`config.mk`:
```
export PLATFORM = sky130hd
export DESIGN_NAME = tocq_timer
export DESIGN_NICKNAME = d
export VERILOG_FILES = /design/src/tocq_pkg.sv /design/src/tocq_capture.sv /design/src/tocq_compare.sv /design/src/tocq_timer.sv
export SDC_FILE = /design/constraint.sdc
export NUM_CORES = 1
export LEC_CHECK = 0
export ABC_AREA = 1
export BUFFER_PORTS_ARGS = -buffer_cell sky130_fd_sc_hd__buf_2
export CAP_MARGIN = 20
export CORE_MARGIN = 2
export CORE_UTILIZATION = 59
export DETAILED_ROUTE_END_ITERATION = 6
export PLACE_DENSITY = 0.8
export SYNTH_ARGS = -nofsm -noshare
export SYNTH_HDL_FRONTEND = slang
export SYNTH_SLANG_ARGS = --single-unit
```
`constraint.sdc`:
```
create_clock -name clk_sys -period 1.7 [get_ports clk_sys]
set_input_delay 0.17 -clock clk_sys [delete_from_list [all_inputs] [get_ports clk_sys]]
set_output_delay 0.17 -clock clk_sys [all_outputs]
set_load 0.01 [all_outputs]
```
`src/tocq_pkg.sv`:
```
/*
 * tocq_pkg: shared constants and types of the timer output compare block.
 * assumes: one 40 MHz system clock, classic wishbone slave with 8-bit data.
 */
package tocq_pkg;

	// ****************************************************************
	// register offsets (byte addresses, one 32-bit word each)
	// ****************************************************************
	localparam logic [7:0] ADR_CTRL = 8'h00;
	localparam logic [7:0] ADR_MODE = 8'h04;
	localparam logic [7:0] ADR_CHEN = 8'h08;
	localparam logic [7:0] ADR_CMPL = 8'h0c;
	localparam logic [7:0] ADR_CMPH = 8'h10;
	localparam logic [7:0] ADR_CNTL = 8'h14;
	localparam logic [7:0] ADR_CNTH = 8'h18;
	localparam logic [7:0] ADR_CAP0L = 8'h1c;
	localparam logic [7:0] ADR_CAP0H = 8'h20;
	localparam logic [7:0] ADR_CAP1L = 8'h24;
	localparam logic [7:0] ADR_CAP1H = 8'h28;
	localparam logic [7:0] ADR_STAT = 8'h2c;
	localparam logic [7:0] ADR_MASK = 8'h30;
	localparam logic [7:0] ADR_PORT = 8'h34;
	localparam logic [7:0] ADR_PRE = 8'h38;

	// ****************************************************************
	// field positions
	// ****************************************************************
	localparam int CTRL_RUN_BIT = 7;
	localparam int CHEN_OUT_BIT = 6;
	localparam int PORT_OUT_BIT = 4;
	localparam int CHEN_CAP0_BIT = 4;
	localparam int CHEN_CAP1_BIT = 5;
	localparam int ST_OVF = 0;
	localparam int ST_CAP0 = 1;
	localparam int ST_CAP1 = 2;
	localparam int ST_CMP0 = 3;
	localparam int ST_CMP1 = 4;
	localparam int NUM_IRQ = 5;

	// ****************************************************************
	// reset values and the counter maximum
	// ****************************************************************
	localparam logic [7:0] RST_CTRL = 8'h00;
	localparam logic [7:0] RST_MODE = 8'h00;
	localparam logic [7:0] RST_CHEN = 8'h00;
	localparam logic [7:0] RST_PORT = 8'h00;
	localparam logic [7:0] RST_PRE = 8'h00;
	localparam logic [15:0] RST_CMP = 16'hffff;
	localparam logic [15:0] CNT_MAX = 16'hffff;

	// compare action codes held in the compare mode register bits 1:0
	typedef enum logic [1:0] {
		TOCQ_ACT_NONE = 2'b00,
		TOCQ_ACT_HIGH = 2'b01,
		TOCQ_ACT_LOW = 2'b10,
		TOCQ_ACT_TOGGLE = 2'b11
	} tocq_act_t;

	// register write strobe bundle
	typedef struct packed {
		logic wr;
		logic [7:0] adr;
		logic [7:0] dat;
	} tocq_wr_t;

	// one-cycle interrupt request pulses
	typedef struct packed {
		logic cmp1;
		logic cmp0;
		logic cap1;
		logic cap0;
		logic ovf;
	} tocq_irq_t;

endpackage

```
`src/tocq_capture.sv`:
```
/*
 * tocq_capture: one input capture channel with edge detect.
 * assumes: pin already synchronised by the caller; same clock throughout.
 */
module tocq_capture (
	input wire logic clk_sys,
	input wire logic rstn,
	input wire logic pin_sync,
	input wire logic enable,
	input wire logic [15:0] count,
	output logic [15:0] value,
	output logic irq
);
	import tocq_pkg::*;

	logic pin_d;
	wire edge_seen = enable && (pin_sync != pin_d);

	always_ff @(posedge clk_sys or negedge rstn) begin
		if (!rstn) begin
			pin_d <= 1'b0;
			value <= 16'h0000;
			irq <= 1'b0;
		end else begin
			pin_d <= pin_sync;
			irq <= edge_seen;
			if (edge_seen) begin
				value <= count;
			end
		end
	end

endmodule // tocq_capture

```
`src/tocq_compare.sv`:
```
/*
 * tocq_compare: a compare channel without pin action, match pulse only.
 * assumes: check marks one timer increment, count already updated.
 */
module tocq_compare (
	input wire logic clk_sys,
	input wire logic rstn,
	input wire logic check,
	input wire logic [15:0] count,
	input wire logic [15:0] value,
	output logic irq
);
	import tocq_pkg::*;

	always_ff @(posedge clk_sys or negedge rstn) begin
		if (!rstn) begin
			irq <= 1'b0;
		end else begin
			irq <= check && (count == value);
		end
	end

endmodule // tocq_compare

```
`src/tocq_timer.sv`:
```
/*
 * tocq_timer: 16-bit free running timer with output compare channel zero,
 * two capture channels, a spare compare channel and five irq pulses.
 * assumes: classic wishbone master on clk_sys, capture pins asynchronous,
 * the pin mux outside takes compare_out_pin when chan_sel is high.
 */
// Register access over Wishbone and the placing of the registers were left to the implementer.
// What this block does
// mode field picks high, low, toggle or no change on a match.
// compare value loads only when the upper byte write completes.
// software writes the lower compare byte before the upper byte.
// on timer equal compare value, apply the selected pin action.
// compare interrupt rises after the pin change, never before.
// after a match, ignore matches until the upper byte is written.
// writing zero to the run bit re-arms the compare function.
// no-change mode raises only the interrupt; pin level stays.
// mode field 11 inverts the pin on every match.
// mode register value 01h selects drive-high for channel zero.
// mode register value 03h selects toggle for channel zero.
// software sets the pin's port data latch to one first.
// channel enable value 40h hands the pin to the compare channel.
// overflow raises an interrupt and counting continues upward.
// a capture edge loads the timer value into that channel's capture register and raises its request.
// each compare channel raises its own request on a match.
// five separate request outputs: overflow, two capture, two compare.
// timer counts up on its source tick, overflow at ffffh.
// requests are one-cycle pulses; matches checked once per increment.
module tocq_timer (
	input wire logic clk_sys,
	input wire logic rstn,
	input wire logic [7:0] adr_i,
	input wire logic [31:0] dat_i,
	output logic [31:0] dat_o,
	input wire logic we_i,
	input wire logic [3:0] sel_i,
	input wire logic cyc_i,
	input wire logic stb_i,
	output logic ack_o,
	input wire logic capture_pin_zero,
	input wire logic capture_pin_one,
	output logic compare_out_pin,
	output logic chan_sel,
	output logic port_latch,
	output tocq_pkg::tocq_irq_t irq_pulse,
	output logic irq
);
	import tocq_pkg::*;

	// ****************************************************************
	// wishbone slave
	// ****************************************************************
	logic [7:0] ctrl;
	logic [7:0] compare_mode_reg;
	logic [7:0] channel_enable_reg;
	logic [7:0] port_reg;
	logic [7:0] pre_reg;
	logic [7:0] cmp_low;
	logic [15:0] compare_value_reg;
	logic [15:0] cmp1_value;
	logic [15:0] timer_count_reg;
	logic [15:0] cap0_value;
	logic [15:0] cap1_value;
	logic [NUM_IRQ-1:0] status;
	logic [NUM_IRQ-1:0] mask;
	logic [7:0] rd_mux;

	// single-cycle answer: ack one edge after the request is seen
	wire req = cyc_i && stb_i && !ack_o;
	wire wr_lane = we_i && sel_i[0];
	wire wr = req && wr_lane;
	wire rd = req && !we_i;
	wire wr_ctrl = wr && (adr_i == ADR_CTRL);
	wire wr_mode = wr && (adr_i == ADR_MODE);
	wire wr_chen = wr && (adr_i == ADR_CHEN);
	wire wr_cmpl = wr && (adr_i == ADR_CMPL);
	wire wr_cmph = wr && (adr_i == ADR_CMPH);
	wire wr_cntl = wr && (adr_i == ADR_CNTL);
	wire wr_cnth = wr && (adr_i == ADR_CNTH);
	wire wr_mask = wr && (adr_i == ADR_MASK);
	wire wr_port = wr && (adr_i == ADR_PORT);
	wire wr_pre = wr && (adr_i == ADR_PRE);
	wire rd_stat = rd && (adr_i == ADR_STAT);

	always_comb begin
		unique case (adr_i)
			ADR_CTRL: rd_mux = ctrl;
			ADR_MODE: rd_mux = compare_mode_reg;
			ADR_CHEN: rd_mux = channel_enable_reg;
			ADR_CMPL: rd_mux = compare_value_reg[7:0];
			ADR_CMPH: rd_mux = compare_value_reg[15:8];
			ADR_CNTL: rd_mux = timer_count_reg[7:0];
			ADR_CNTH: rd_mux = timer_count_reg[15:8];
			ADR_CAP0L: rd_mux = cap0_value[7:0];
			ADR_CAP0H: rd_mux = cap0_value[15:8];
			ADR_CAP1L: rd_mux = cap1_value[7:0];
			ADR_CAP1H: rd_mux = cap1_value[15:8];
			ADR_STAT: rd_mux = {3'b000, status};
			ADR_MASK: rd_mux = {3'b000, mask};
			ADR_PORT: rd_mux = port_reg;
			ADR_PRE: rd_mux = pre_reg;
			default: rd_mux = 8'h00;
		endcase
	end

	always_ff @(posedge clk_sys or negedge rstn) begin
		if (!rstn) begin
			ack_o <= 1'b0;
			dat_o <= 32'h0000_0000;
		end else begin
			ack_o <= req;
			if (rd) begin
				dat_o <= {24'h000000, rd_mux};
			end
		end
	end

	always_ff @(posedge clk_sys or negedge rstn) begin
		if (!rstn) begin
			ctrl <= RST_CTRL;
			compare_mode_reg <= RST_MODE;
			channel_enable_reg <= RST_CHEN;
			port_reg <= RST_PORT;
			pre_reg <= RST_PRE;
			cmp_low <= 8'h00;
			mask <= '0;
		end else begin
			if (wr_ctrl) ctrl <= dat_i[7:0];
			if (wr_mode) compare_mode_reg <= dat_i[7:0];
			if (wr_chen) channel_enable_reg <= dat_i[7:0];
			if (wr_port) port_reg <= dat_i[7:0];
			if (wr_pre) pre_reg <= dat_i[7:0];
			if (wr_cmpl) cmp_low <= dat_i[7:0];
			if (wr_mask) mask <= dat_i[NUM_IRQ-1:0];
		end
	end

	// the lower byte waits in cmp_low; only the upper write moves both
	always_ff @(posedge clk_sys or negedge rstn) begin
		if (!rstn) begin
			compare_value_reg <= RST_CMP;
		end else if (wr_cmph) begin
			compare_value_reg <= {dat_i[7:0], cmp_low};
		end
	end

	// ****************************************************************
	// prescaler and counter
	// ****************************************************************
	logic [7:0] pre_cnt;
	logic tick;
	logic cnt_low_hold;
	wire running = ctrl[CTRL_RUN_BIT];
	wire pre_end = (pre_cnt == pre_reg);

	always_ff @(posedge clk_sys or negedge rstn) begin
		if (!rstn) begin
			pre_cnt <= 8'h00;
			tick <= 1'b0;
		end else begin
			tick <= running && pre_end;
			if (!running || pre_end) begin
				pre_cnt <= 8'h00;
			end else begin
				pre_cnt <= pre_cnt + 8'h01;
			end
		end
	end

	// counter loads as a 16-bit pair, upper byte write is the trigger
	logic ovf_pulse;
	always_ff @(posedge clk_sys or negedge rstn) begin
		if (!rstn) begin
			timer_count_reg <= 16'h0000;
			cnt_low_hold <= 1'b0;
			cmp1_value <= RST_CMP;
			ovf_pulse <= 1'b0;
		end else begin
			ovf_pulse <= 1'b0;
			cnt_low_hold <= 1'b0;
			if (wr_cntl) cmp1_value[7:0] <= dat_i[7:0];
			if (wr_cnth) begin
				timer_count_reg <= {dat_i[7:0], cmp1_value[7:0]};
			end else if (tick) begin
				timer_count_reg <= timer_count_reg + 16'h0001;
				ovf_pulse <= (timer_count_reg == CNT_MAX);
			end
		end
	end

	// ****************************************************************
	// compare channel zero
	// ****************************************************************
	// check one cycle after the increment so the new count is compared
	logic check;
	logic armed;
	logic cmp0_hit;
	logic cmp0_irq;
	logic out_level;
	wire run_clear = wr_ctrl && !dat_i[CTRL_RUN_BIT];
	wire match0 = check && armed && (timer_count_reg == compare_value_reg);
	wire tocq_act_t act = tocq_act_t'(compare_mode_reg[1:0]);
	logic next_out;

	always_comb begin
		unique case (act)
			TOCQ_ACT_HIGH: next_out = 1'b1;
			TOCQ_ACT_LOW: next_out = 1'b0;
			TOCQ_ACT_TOGGLE: next_out = !out_level;
			TOCQ_ACT_NONE: next_out = out_level;
		endcase
	end

	always_ff @(posedge clk_sys or negedge rstn) begin
		if (!rstn) begin
			check <= 1'b0;
			armed <= 1'b1;
			cmp0_hit <= 1'b0;
			cmp0_irq <= 1'b0;
			out_level <= 1'b0;
		end else begin
			check <= tick;
			cmp0_hit <= match0;
			cmp0_irq <= cmp0_hit;
			if (match0) begin
				out_level <= next_out;
			end
			if (wr_cmph || run_clear) begin
				armed <= 1'b1;
			end else if (match0) begin
				armed <= 1'b0;
			end
		end
	end

	// ****************************************************************
	// spare compare channel and capture channels
	// ****************************************************************
	logic cmp1_irq;
	logic cap0_irq;
	logic cap1_irq;
	logic [1:0] cap_s1;
	logic [1:0] cap_s2;

	// cmp1 reuses the low count staging byte as its compare value
	tocq_compare u_cmp1 (
		.clk_sys(clk_sys),
		.rstn(rstn),
		.check(check),
		.count(timer_count_reg),
		.value({8'h00, cmp1_value[7:0]}),
		.irq(cmp1_irq)
	);

	always_ff @(posedge clk_sys or negedge rstn) begin
		if (!rstn) begin
			cap_s1 <= 2'b00;
			cap_s2 <= 2'b00;
		end else begin
			cap_s1 <= {capture_pin_one, capture_pin_zero};
			cap_s2 <= cap_s1;
		end
	end

	tocq_capture u_cap0 (
		.clk_sys(clk_sys),
		.rstn(rstn),
		.pin_sync(cap_s2[0]),
		.enable(channel_enable_reg[CHEN_CAP0_BIT]),
		.count(timer_count_reg),
		.value(cap0_value),
		.irq(cap0_irq)
	);

	tocq_capture u_cap1 (
		.clk_sys(clk_sys),
		.rstn(rstn),
		.pin_sync(cap_s2[1]),
		.enable(channel_enable_reg[CHEN_CAP1_BIT]),
		.count(timer_count_reg),
		.value(cap1_value),
		.irq(cap1_irq)
	);

	// ****************************************************************
	// interrupts and pin
	// ****************************************************************
	wire [NUM_IRQ-1:0] ev = {cmp1_irq, cmp0_irq, cap1_irq, cap0_irq,
		ovf_pulse};

	always_ff @(posedge clk_sys or negedge rstn) begin
		if (!rstn) begin
			status <= '0;
		end else if (rd_stat) begin
			status <= ev; // read clears, but a same-cycle event survives
		end else begin
			status <= status | ev;
		end
	end

	assign irq_pulse = tocq_irq_t'(ev);
	assign irq = |(status & mask);
	assign chan_sel = channel_enable_reg[CHEN_OUT_BIT];
	assign port_latch = port_reg[PORT_OUT_BIT];
	assign compare_out_pin = out_level;
endmodule // tocq_timer

```
# Word level (Yosys, flattened, before mapping)
# Cells that the tools add are included.
dict set report totals {
  register_bits 163
  output_inout_bits 42
}
dict set report op_classes {
  addsub 2
  n_eq_ne 23
  mux 10
  n_bitwise 3
  n_reduce_logical 36
}
# operator count
set op_table {}
lappend op_table {{8-bit one-hot mux with 15 select lines} 1}
lappend op_table {{8-bit by 6-bit equality test with 1-bit output, second input constant} 7}
lappend op_table {{8-bit by 5-bit equality test with 1-bit output, second input constant} 4}
lappend op_table {{16-bit 2-to-1 mux} 2}
lappend op_table {{1-bit logical AND} 23}
lappend op_table {{16-bit by 1-bit adder with 16-bit output, second input constant} 1}
lappend op_table {{16-bit equality test} 1}
lappend op_table {{16-bit equality test, second input constant} 1}
lappend op_table {{16-bit by 8-bit equality test with 1-bit output} 1}
lappend op_table {{8-bit by 4-bit equality test with 1-bit output, second input constant} 2}
lappend op_table {{8-bit by 1-bit adder with 8-bit output, second input constant} 1}
lappend op_table {{8-bit by 3-bit equality test with 1-bit output, second input constant} 1}
lappend op_table {{8-bit equality test} 1}
lappend op_table {{8-bit zero test} 1}
lappend op_table {{8-bit 2-to-1 mux} 1}
lappend op_table {{5-bit AND} 1}
lappend op_table {{1-bit zero test} 5}
lappend op_table {{5-bit 2-to-1 mux} 1}
lappend op_table {{5-bit bitwise OR} 1}
lappend op_table {{5-bit OR reduction} 1}
lappend op_table {{2-bit equality test, second input constant} 2}
lappend op_table {{1-bit 2-to-1 mux} 4}
lappend op_table {{2-bit nonzero test} 2}
lappend op_table {{1-bit one-hot mux with 3 select lines} 1}
lappend op_table {{other kinds (6)} 8}

# Logic depth before layout (Yosys ltp)
# Gate-level depths: netlist of run 1.
dict set report depth {
  word_depth 7
  ltp_mapped 12
  mapped_depth_nobuf 11
}

# Cells and area by module
# Synthesis of run 1 repeated with hierarchy kept, for this count alone.
dict set report unflattened {
  hier_cells 1103
  hier_area_um2 8852.2
}
# module n_inst cells_each area_each_um2 seq_area_each_um2
set modules_own_cells {}
lappend modules_own_cells {tocq_timer 1 879 7039.3 3184.3}
lappend modules_own_cells {tocq_capture 2 77 748.2 450.4}
lappend modules_own_cells {tocq_compare 1 70 316.6 25.0}

# Worst setup path before layout of run 1
# OpenSTA, ideal clock, no wires.
dict set report synth_path {
  path_kind {flip-flop to flip-flop}
  from {register timer_count_reg[1]}
  to {register timer_count_reg[14]}
  arrival_time_ns 1.348
  slack_ns 0.228
  path_stages_with_launch 10
  synth_period_minus_slack_ns 1.472
  cell_sequence {dfrtp_1 > ha_1 > nand3_1 > nor2_1 > nand2_1 > nor2_1 > nand2_1 > xor2_1 > nand2_1 > nand3_1}
}
dict set report synth_via {
  elab_chain_len 3
}
# item line
set synth_lines {}
lappend synth_lines {{start: declaration} tocq_timer.sv:60} ;# logic [15:0] timer_count_reg;
lappend synth_lines {{start signal: assignment} tocq_timer.sv:182} ;# timer_count_reg <= {dat_i[7:0], cmp1_value[7:0]};
lappend synth_lines {{start signal: assignment} tocq_timer.sv:184} ;# timer_count_reg <= timer_count_reg + 16'h0001;
lappend synth_lines {{16-bit by 1-bit adder with 16-bit output} tocq_timer.sv:184}
lappend synth_lines {{16-bit 2-to-1 mux} tocq_timer.sv:183} ;# end else if (tick) begin
lappend synth_lines {{16-bit 2-to-1 mux} tocq_timer.sv:181} ;# if (wr_cnth) begin
# Every way passes these cells. The select of a mux whose other input is x is not followed.
# A chain may end at the register's enable or synchronous reset.

# Final worst setup path of run 1
dict set report layout_path {
  from {register cap_s2[1]}
  to {register u_cap1.value[9]}
}
dict set report layout_via {
  elab_chain_len 2
}
# item line
set layout_lines {}
lappend layout_lines {{start: declaration} tocq_timer.sv:242} ;# logic [1:0] cap_s2;
lappend layout_lines {{start signal: assignment} tocq_timer.sv:260} ;# cap_s2 <= cap_s1;
lappend layout_lines {{1-bit inequality test} tocq_capture.sv:17} ;# wire edge_seen = enable && (pin_sync != pin_d);
lappend layout_lines {{1-bit logical AND} tocq_capture.sv:17}
lappend layout_lines {{via u_cap1.edge_seen} tocq_capture.sv:17}
lappend layout_lines {{end signal: assignment} tocq_capture.sv:28} ;# value <= count;
lappend layout_lines {{end: declaration} tocq_capture.sv:11} ;# output logic [15:0] value,
# The timed path passes the listed nets, and every way through them passes these cells.

==> key figures, run 1 <==
Route
  – Vias: 7,328
  – Via/cell ratio: 5.70
  – Drt first pass iters: 6
  – Antenna Nets Post-Route: 0
  – DRT Wirelength: 23,200 um
  – # DRC: 0
  – Routed WL per cell: 18.0 um
  – Initial DRC count: 1,005

Yosys
  – Mapped Cells: 1,020
  – Post-Synthesis Cell Area: 8260 um2
  – Synthesized flop and latch total: 163
  – Syn avg cell area: 8.10 um2
  – Yosys cell types: 38
  – EDFF count, synth: 0
  – Register area share after synthesis: 49.7%
  – Synth async-reset ratio: 100%
  – Syn. warnings: 0
  – Prevailing post-synth register cell: dfrtp_1

Setup path
  – Setup slack, reg-to-reg: 60 ps
  – Bufs and invs on worst path: 1
  – Crit-path cells: nand2_1 > nand2_1 > nor2_2 > clkinvlp_4 > nand2_1 > o21ai_0
  – Critical path's top delay family: simple AND/OR/NAND/NOR gates
  – Most frequent cell on the critical path: nand2_1
  – Critical Path Source Type: flop
  – Crit path kind: reg2reg
  – Required @ worst endpoint: 2010 ps
  – CP max stage cell: dfrtp_1
  – Worst setup EP type: flop
  – Critical Path AT: 1950 ps
  – Crit path largest cell delay: 400 ps
  – Crit path max fanout: 16

Power
  – VDD IR max: 0.000863 V
  – Leakage: 4.71 nW
  – Register share of total power: 43.2%
  – Clock Power Share: 39.0%
  – Pint: 7.24 mW
  – Tot Pwr: 10.4 mW
  – Power Dens Cells: 1090 nW/um2
  – Net Sw Frac: 30.0%
  – NetSw: 3.11 mW
  – Comb pwr share: 17.8%

Finish
  – Final nets: 1,146
  – Design area: 9540 um2
  – Share of cells above drive strength 1: 17.0%
  – Diodes inserted: 0
  – Final Instance Count excl. Fillers: 1,285
  – Area growth, synth to finish: 15.4%
  – Core Util, Final: 69.2%

Clocking
  – Clk_lat worst skew: 430 ps
  – Num Clock Sinks: 163
  – TritonCTS clock tree: built
  – Inserted Clock Buffers: 17
  – Root Driver: clkbuf_16
  – Worst-path clk slew: 70 ps
  – H-tree depth: 4
  – Clock tree buffer depth: 2

STA
  – Fin. Hold Viols: 0
  – Clock Skew: 11.4 ps
  – Period utilisation layout: 96.5%
  – Pins Over Slew Limit: 0
  – Final setup vio count: 0
  – RSZ-0062 raised after global routing: true
  – Least-Margin Pin Slew: 828 ps
  – Max-Slew Margin vs Limit: 44.8%
  – Max Freq: 610 MHz
  – Tmin final: 1640 ps
  – WHS: 20.3 ps

Global routing
  – Routing usage on met3: 6.97%
  – First-pass GRT wire length: 36,000 um
  – Grt ovf: 0
  – Initial antenna violation count: 1
  – Global-route usage over all layers: 32.3%
  – M1 GR Usage: 44.2%
  – Vias in the first global route: 6,695
  – Met2 usage: 50.2%
  – Pin count of the biggest net entering global routing: 41
  – Busiest grt layer: met2

Floorplanning
  – Die Y: 122 um
  – Initial Util: 60.0%
  – Cell Rows: 43
  – Core Region: 13,800 um2
  – Ports: 93
  – DIE WIDTH: 122 um
  – Die ar.: 15,000 um2

Hold path
  – Hold WC Path Type: in2reg

Placed design
  – Placer Congestion: 1.00
  – Cells after DPL: 1,245
  – # port buffers: 41
  – DP Area: 8790 um2
  – DP Wirelength: 16,000 um

Status
  – Status: finished, final reports clean

Run
  – # Max-Cap Violations: 0
through the flow:
| step | TNS, ps | setup slack [ps] |
|---|---|---|
| global route | -69.8 | -45.2 |
| CTS | 0 | 29.2 |
| finish | 0 | 59.6 |
| floorplan | 0 | 228 |
| detailed placement | 0 | 12.0 |
| global placement | 0 | 95.6 |
layout make-up:
type / instances / area (um2)
Timing Repair Buffer: 93 / 719
Clock buffer: 19 / 433
Fill cell: 1097 / 4240
Clock inverter: 12 / 180
Sequential cell: 163 / 4110
Inverter: 79 / 300
Tap cell: 180 / 225
Timing Repair inverter: 1 / 7.51
Multi-Input combinational cell: 738 / 3560
cell families (layout without fill, tap and decap cells):
| logic type | Yosys count | count (layout) | share of synthesized area, % |
|---|---|---|---|
| simple gates | 527 | 527 | 27.5 |
| flops | 163 | 163 | 49.7 |
| compound gates | 152 | 152 | 9.86 |
| buf+inv | 142 | 204 | 8.75 |
| xor+xnor | 29 | 29 | 3.07 |
| mux | 4 | 4 | 0.727 |
| fa+ha+maj | 2 | 2 | 0.303 |
| other cells | 1 | 24 | 0.0454 |
metal layers:
layer	wire [um]	share of wire, %
met1	9590	41
met3	2050	8.8
met5	0	0
met4	813	3.5
met2	10700	46
final timing paths:
kind	start	end	cells after the start
min in group asynchronous	rstn	pre_cnt[0]	2
max in group asynchronous	rstn	cmp1_value[2]	3
hold / removal	dat_i[3]	timer_count_reg[11]	3
setup / recovery	cap_s2[1]	u_cap1.value[9]	6
setup reg to reg	cap_s2[1]	u_cap1.value[9]	6
hold reg to reg	cmp0_hit	cmp0_irq	0
worst min-delay path, delay by kind of cell:
family	cells	cell delay [ps]
buf+inv	1	90
compound gates	1	100
simple gates	1	50
synth_stat cells (3+ instances only):
| cell | count | area, um2 |
|---|---|---|
| nand2_1 | 301 | 1130 |
| nor3_1 | 6 | 30.0 |
| o21ai_0 | 105 | 526 |
| buf_2 | 14 | 70.1 |
| nand4_1 | 7 | 43.8 |
| dfrtp_1 | 138 | 3450 |
| buf_4 | 34 | 255 |
| clkbuf_1 | 9 | 33.8 |
| o21bai_1 | 6 | 45.0 |
| nand3_1 | 103 | 515 |
| buf_6 | 6 | 67.6 |
| nor2_2 | 5 | 31.3 |
| xor2_1 | 16 | 140 |
| nand3_2 | 5 | 50.1 |
| o211ai_1 | 5 | 37.5 |
| nor2_1 | 79 | 297 |
| a21oi_1 | 9 | 45.0 |
| nand2_2 | 8 | 50.1 |
| o221ai_1 | 3 | 26.3 |
| nor2_4 | 8 | 90.1 |
| inv_1 | 75 | 282 |
| mux2_4 | 4 | 60.1 |
| o21ai_1 | 18 | 90.1 |
| xnor2_1 | 13 | 114 |
| dfstp_2 | 25 | 657 |
layout by cell type, fill, tap and decap left out, drive strengths merged, types with 13 or more instances in the layout:
cell type / n
xor2: 16
inv: 79
o21ai: 123
nor2: 92
conb: 24
dfstp: 25
buf: 86
nand2: 309
dfrtp: 138
xnor2: 13
nand3: 108
clkbuf: 19
power by group through the flow:
| stage | Clock [mW] | Sequential [mW] | Combinational (mW) |
|---|---|---|---|
| after global placement | 0 | 4.51 | 1.71 |
| after floorplan | 0 | 4.38 | 1.05 |
| after global routing | 4.22 | 4.49 | 2.01 |
| after detailed placement | 0 | 4.52 | 1.76 |
| final | 4.03 | 4.48 | 1.84 |
| after CTS | 4.05 | 4.45 | 1.78 |
timing repair:
item / 4_1_cts / 5_1_grt
hold buffers: 7 / 0
endpoints found under the hold margin: 40 / 0
endpoints found under the setup margin: 12 / 51
resized for setup: 3 / 15
cloned: 0 / 1
buffers inserted: 0 / 1
No activity file was read; power rests on OpenSTA's default activity.
==> inputs of run 2 (changes only) <==
--- a/config.mk
+++ b/config.mk
@@ -5,8 +5,8 @@
 export SDC_FILE = /design/constraint.sdc
 export NUM_CORES = 1
 export LEC_CHECK = 0
-export ABC_AREA = 1
-export BUFFER_PORTS_ARGS = -buffer_cell sky130_fd_sc_hd__buf_2
+export ABC_AREA = 0
+export BUFFER_PORTS_ARGS = -buffer_cell sky130_fd_sc_hd__clkbuf_2
 export CAP_MARGIN = 20
 export CORE_MARGIN = 2
 export CORE_UTILIZATION = 59
==> key figures, run 2 <==
Setup path
  – Critical Path Source Type: flop
  – Crit path max fanout: 4 (-12)
  – Worst setup EP type: flop
  – Critical Path AT: 2280 ps (+330 ps)
  – R2r worst-path depth: 5 (-1)
  – Crit path kind: reg2reg
  – Required @ worst endpoint: 2070 ps (+60 ps)

STA
  – Setup_tns: -3920 ps (-3920 ps)
  – Final worst slack: -210 ps (-270 ps)
  – RSZ-0062 raised after global routing: true
  – Max-Slew Margin vs Limit: 57.4% (+13 points)
  – Fin. Hold Viols: 0 (unchanged)
  – Least-Margin Pin Slew: 632 ps (-195 ps)
  – Tmin final: 1910 ps (+270 ps)
  – Final setup vio count: 74 (+74)
  – Period utilisation layout: 112% (+16 points)
  – Clock Skew: 7.98 ps (-3.39 ps)
  – Pins Over Slew Limit: 0 (unchanged)
  – Max Freq: 524 MHz (-14%)

Global routing
  – First-pass GRT wire length: 40,500 um (+13%)
  – Pin count of the biggest net entering global routing: 47 (+15%)
  – Grt ovf: 0 (unchanged)
  – Initial antenna violation count: 0 (-1)
  – Vias in the first global route: 7,052 (+5.3%)
  – Global-route usage over all layers: 37.2% (+4.9 points)

Floorplanning
  – Die ar.: 15,000 um2 (+0.47%)
  – Cell Rows: 43 (unchanged)
  – DIE WIDTH: 123 um (+0.23%)
  – Core Region: 13,800 um2 (+0.39%)
  – Ports: 93 (unchanged)
  – Die Y: 123 um (+0.23%)
  – Initial Util: 60.1% (about the same)

Finish
  – Share of cells above drive strength 1: 43.6% (+27 points)
  – Final nets: 966 (-16%)
  – Area growth, synth to finish: 31.2%
  – Leading cell types in the layout, fill and taps excluded: dfrtp_1, nand2_1, buf_4
  – Fill cells: 820 (-25%)
  – Most common cell after layout, fill and taps aside: dfrtp_1
  – Diodes inserted: 0 (unchanged)

Clocking
  – Worst-path clk slew: 70 ps (about the same)
  – Root Driver: clkbuf_16
  – Inserted Clock Buffers: 17 (unchanged)
  – H-tree depth: 4 (unchanged)
  – Clock tree buffer depth: 2 (unchanged)
  – TritonCTS clock tree: built
  – Clk_lat worst skew: 440 ps (about the same)
  – Num Clock Sinks: 163 (unchanged)

Yosys
  – Synth async-reset ratio: 100% (unchanged)
  – Top-count cell post-synth: dfrtp_1
  – Post-Synthesis Cell Area: 8300 um2 (+0.48%)
  – Yosys cell types: 70 (+84%)
  – Register area share after synthesis: 49.5% (-0.24 points)
  – EDFF count, synth: 0 (unchanged)
  – Synth area leaders: dfrtp_1, mux2_2, dfstp_2
  – Prevailing post-synth register cell: dfrtp_1
  – Mapped Cells: 765 (-25%)
  – Yosys top cell by area: dfrtp_1
  – Top-area cell type share of the netlist area: 41.6% (-0.20 points)
  – Most common library cells after synthesis: dfrtp_1, nand2_1, mux2_2
  – Synthesized flop and latch total: 163 (unchanged)
  – Syn. warnings: 0 (unchanged)
  – Syn avg cell area: 10.9 um2 (+34%)

Power
  – Tot Pwr: 10.3 mW (-0.69%)
  – Power Dens Cells: 943 nW/um2 (-13%)
  – VDD IR max: 0.000817 V (-5.4%)
  – Leakage: 5.42 nW (+15%)

Hold path
  – Hold WC Path Type: in2reg
  – Hold path cells: 3 (unchanged)

Run
  – # Max-Cap Violations: 0 (unchanged)

Route
  – Routed WL per cell: 25.4 um (+41%)
  – Via/cell ratio: 6.32 (+11%)
  – Antenna Nets Post-Route: 0 (unchanged)
  – DRT Wirelength: 28,100 um (+21%)
  – Vias: 6,993 (-4.6%)
  – Initial DRC count: 875 (-13%)
  – Drt first pass iters: 7 (+1)
  – # DRC: 26 (+26)

Status
  – Status: finished, violations left
  – Failing checks: design-rule violations, negative setup slack

Placed design
  – DP Wirelength: 17,700 um (+10%)
  – Placer Congestion: 0.942 (-6.3%)
  – # port buffers: 41 (unchanged)
[run 2: changes by cell type in the layout (fill, tap and decap cells not counted), moves of 21 or more]
| cell | delta |
|---|---|
| buf_2 | -40 |
| buf_4 | +67 |
| clkbuf_2 | +40 |
| inv_1 | -61 |
| mux2_2 | +28 |
| mux2_4 | +52 |
| mux2i_1 | +23 |
| nand2_1 | -179 |
| nand3_1 | -85 |
| nor2_1 | -58 |
| o21ai_0 | -97 |
| xor2_1 | +21 |
[run 2: logic make-up after synthesis]
logic type | share of synthesized area [%]
AO/OA/AOI/OAI | 7.62
XOR/XNOR | 5.80
adder cells (fa/ha/maj) | 0.301
buffers and inverters | 5.91
flip-flops | 49.5
multiplexers | 15.2
other | 0.0452
AND/OR/NAND/NOR | 15.6
[run 2: layout make-up]
| class | count | area, um2 | share of cell area, % |
|---|---|---|---|
| inverter | 11 | 41.3 | 0.379 |
| clock inverter | 14 | 121 | 1.11 |
| sequential | 163 | 4110 | 37.7 |
| tap | 180 | 225 | 2.07 |
| multi-input combinational | 538 | 4370 | 40.1 |
| clock buffer | 18 | 439 | 4.03 |
| timing repair buffer | 182 | 1590 | 14.6 |
[run 2: worst paths after layout]
kind                       slack (ps)                  end          startpoint
hold reg to reg                   350             cmp0_irq            cmp0_hit
hold / removal                    150  timer_count_reg[13]            dat_i[5]
setup reg to reg                 -210                armed  timer_count_reg[6]
min in group asynchronous         240           pre_reg[6]                rstn
setup / recovery                 -210                armed  timer_count_reg[6]
max in group asynchronous         720        cmp1_value[6]                rstn
[run 2: per-stage QoR]
stage / area, um2 / util, % / worst slack (ps) / instances / hold slack (ps)
after detailed placement: 9440 / 68.2 / -175 / 1047 / 150
after global placement: 9440 / 68.2 / -173 / 1047 / 136
after global routing: 10900 / 78.8 / -312 / 1106 / 149
after CTS: 10400 / 75.4 / -138 / 1094 / 119
after floorplan: 8530 / - / -106 / 788 / -126
final: 10900 / 78.8 / -210 / 1106 / 155
[run 2: metal layers]
layer  GRT usage [%]  wire, um
met1            49.1     10700
met2            59.6     13100
met3            7.20      2790
met4            17.0      1410
met5               0         0
[run 2: critical path, stage by stage (launching register included)]
cell	delay, ps
dfrtp_2	480
xor2_1	170
nor4_1	280
nand4_1	190
or3_4	390
a221o_1	320
[run 2: power breakdown]
group / total (mW) / switching, mW / internal (mW) / leakage, nW
Combinational: 2.17 / 1.20 / 0.970 / 3.04
Clock: 3.70 / 1.75 / 1.95 / 0.265
Sequential: 4.41 / 0.321 / 4.09 / 2.12
[run 2: what timing repair did]
item	CTS	global route
gates cloned	3	3
pin swaps	14	36
hold endpoints to repair	43	0
setup buffers	9	10
setup endpoints to repair	90	111
hold buffers	3	0
gates resized for setup	69	92
==> inputs of run 3 (changes only) <==
--- a/config.mk
+++ b/config.mk
@@ -11,7 +11,7 @@
 export CORE_MARGIN = 2
 export CORE_UTILIZATION = 59
 export DETAILED_ROUTE_END_ITERATION = 6
-export PLACE_DENSITY = 0.8
+export PLACE_DENSITY_LB_ADDON = 0.1
 export SYNTH_ARGS = -nofsm -noshare
 export SYNTH_HDL_FRONTEND = slang
 export SYNTH_SLANG_ARGS = --single-unit
==> key figures, run 3 (synthesis results as in run 2) <==
Placed design
  – Placer Congestion: 0.988 (+4.9%)
  – Cells after DPL: 1,048 (+0.096%)
  – # port buffers: 41 (unchanged)
  – DP Wirelength: 17,500 um (-0.83%)
  – Worst slack at placement: -194 ps (-19.4 ps)

Floorplanning
  – Initial Util: 60.1% (unchanged)
  – Cell Rows: 43 (unchanged)
  – Ports: 93 (unchanged)
  – Die ar.: 15,000 um2 (unchanged)
  – Core Region: 13,800 um2 (unchanged)
  – DIE WIDTH: 123 um (unchanged)
  – Die Y: 123 um (unchanged)

STA
  – Max Freq: 531 MHz (+1.5%)
  – Clock Skew: 11.3 ps (+3.32 ps)
  – Tmin final: 1880 ps (-28.3 ps)
  – Final setup vio count: 88 (+19%)
  – Least-Margin Pin Slew: 737 ps (+105 ps)
  – Fin. Hold Viols: 0 (unchanged)
  – Pins Over Slew Limit: 0 (unchanged)
  – Setup_tns: -5360 ps (-1430 ps)
  – RSZ-0062 raised after global routing: true
  – Final worst slack: -182 ps (+28.3 ps)
  – Period utilisation layout: 111% (-1.7 points)
  – Max-Slew Margin vs Limit: 50.3% (-7.1 points)

Route
  – Drt first pass iters: 7 (unchanged)
  – Routed WL per cell: 24.2 um (-4.7%)
  – Antenna Nets Post-Route: 0 (unchanged)
  – Initial DRC count: 856 (-2.2%)
  – DRT Wirelength: 27,000 um (-4.0%)
  – Vias: 6,809 (-2.6%)
  – Via/cell ratio: 6.11 (-3.4%)
  – # DRC: 0 (-100%)

Global routing
  – Initial antenna violation count: 0 (unchanged)
  – Pin count of the biggest net entering global routing: 52 (+11%)
  – Grt ovf: 0 (unchanged)
  – Vias in the first global route: 6,593 (-6.5%)
  – First-pass GRT wire length: 38,800 um (-4.2%)
  – Global-route usage over all layers: 35.6% (-1.5 points)

Setup path
  – Critical Path AT: 2250 ps (-30 ps)
  – Worst setup EP type: flop
  – Crit-path cells: xor2_2 > nor4_2 > nand4_1 > or3_4 > a221o_1
  – CP max stage cell: dfstp_2
  – Crit path max fanout: 3 (-1)
  – Crit path largest cell delay: 570 ps (+90 ps)
  – Required @ worst endpoint: 2070 ps (about the same)
  – Crit path kind: reg2reg
  – Critical Path Source Type: flop

Run
  – # Max-Cap Violations: 0 (unchanged)

Clocking
  – TritonCTS clock tree: built
  – H-tree depth: 4 (unchanged)
  – Inserted Clock Buffers: 17 (unchanged)
  – Num Clock Sinks: 163 (unchanged)
  – Worst-path clk slew: 70 ps (about the same)
  – Clk_lat worst skew: 440 ps (about the same)
  – Root Driver: clkbuf_16
  – Clock tree buffer depth: 2 (unchanged)

Finish
  – Final Instance Count excl. Fillers: 1,115 (+0.81%)
  – Final nets: 975 (+0.93%)
  – Core Util, Final: 80.4% (+1.6 points)
  – Diodes inserted: 0 (unchanged)
  – Share of cells above drive strength 1: 45.6% (+1.9 points)
  – Most common cell after layout, fill and taps aside: dfrtp_1
  – Area growth, synth to finish: 33.9%
  – Leading cell types in the layout, fill and taps excluded: dfrtp_1, nand2_1, buf_4

Power
  – Leakage: 5.43 nW (+0.14%)
  – Tot Pwr: 10.7 mW (+3.6%)
  – VDD IR max: 0.00130 V (+59%)
  – Power Dens Cells: 958 nW/um2 (+1.5%)

Status
  – Failing checks: negative setup slack
  – Status: finished, violations left

Hold path
  – Hold WC Path Type: in2reg
## run 3: cell types whose count changed in the layout (fill, tap and decap cells not counted), moves of 3 or more
cell | before | now
nand2_4 | 10 | 4
nor2_1 | 18 | 15
xor2_2 | 0 | 5
nand2_2 | 7 | 15
buf_6 | 15 | 29
xor2_1 | 37 | 32
## run 3: final timing paths
path	end	startpoint	slack [ps]	cells after the start
max in group asynchronous	compare_value_reg[10]	rstn	790	3
hold / removal	ack_o	stb_i	90	2
setup reg to reg	armed	compare_value_reg[12]	-180	5
setup / recovery	armed	compare_value_reg[12]	-180	5
hold reg to reg	cmp0_irq	cmp0_hit	360	0
min in group asynchronous	pre_cnt[7]	rstn	210	2
## run 3: area by class of cell
| type | instances | area, um2 |
|---|---|---|
| tap | 180 | 225 |
| clock inverter | 11 | 139 |
| fill | 802 | 2700 |
| sequential | 163 | 4110 |
| clock buffer | 21 | 470 |
| multi-input combinational | 537 | 4440 |
| timing repair buffer | 192 | 1700 |
| inverter | 11 | 41.3 |
## run 3: worst max-delay path: cells and delay by family (launching register included)
kind	cells	cell delay, ps
compound gates	1	330
xor+xnor	1	80
flops	1	570
simple gates	3	820
## run 3: routing by layer
metal / track usage [%] / share of wire (%) / vias up
li1: - / - / 2928
met1: 49.8 / 41 / 3467
met2: 55.2 / 48 / 348
met3: 6.69 / 7.6 / 66
met4: 14.4 / 3.4 / 0
met5: 0 / 0 / -
## run 3: timing repair
item / 4_1_cts / 5_1_grt
cloned: 0 / 5
hold buffers: 3 / 0
setup endpoints to repair: 59 / 110
buffers inserted: 12 / 20
pin swaps: 12 / 35
resized for setup: 57 / 129
endpoints found under the hold margin: 39 / 0
## run 3: stage by stage
step | area (um2) | hold WS (ps)
after floorplan | 8530 | -126
after global placement | 9470 | 96.2
after detailed placement | 9470 | 107
after CTS | 10400 | 65.7
after global routing | 11100 | 98.1
final | 11100 | 91.6
## run 3: where the power goes
| part | internal, mW | leakage [nW] | switching, mW |
|---|---|---|---|
| combinational | 1.06 | 3.02 | 1.21 |
| sequential | 4.09 | 2.12 | 0.308 |
| clock | 2.31 | 0.293 | 1.66 |
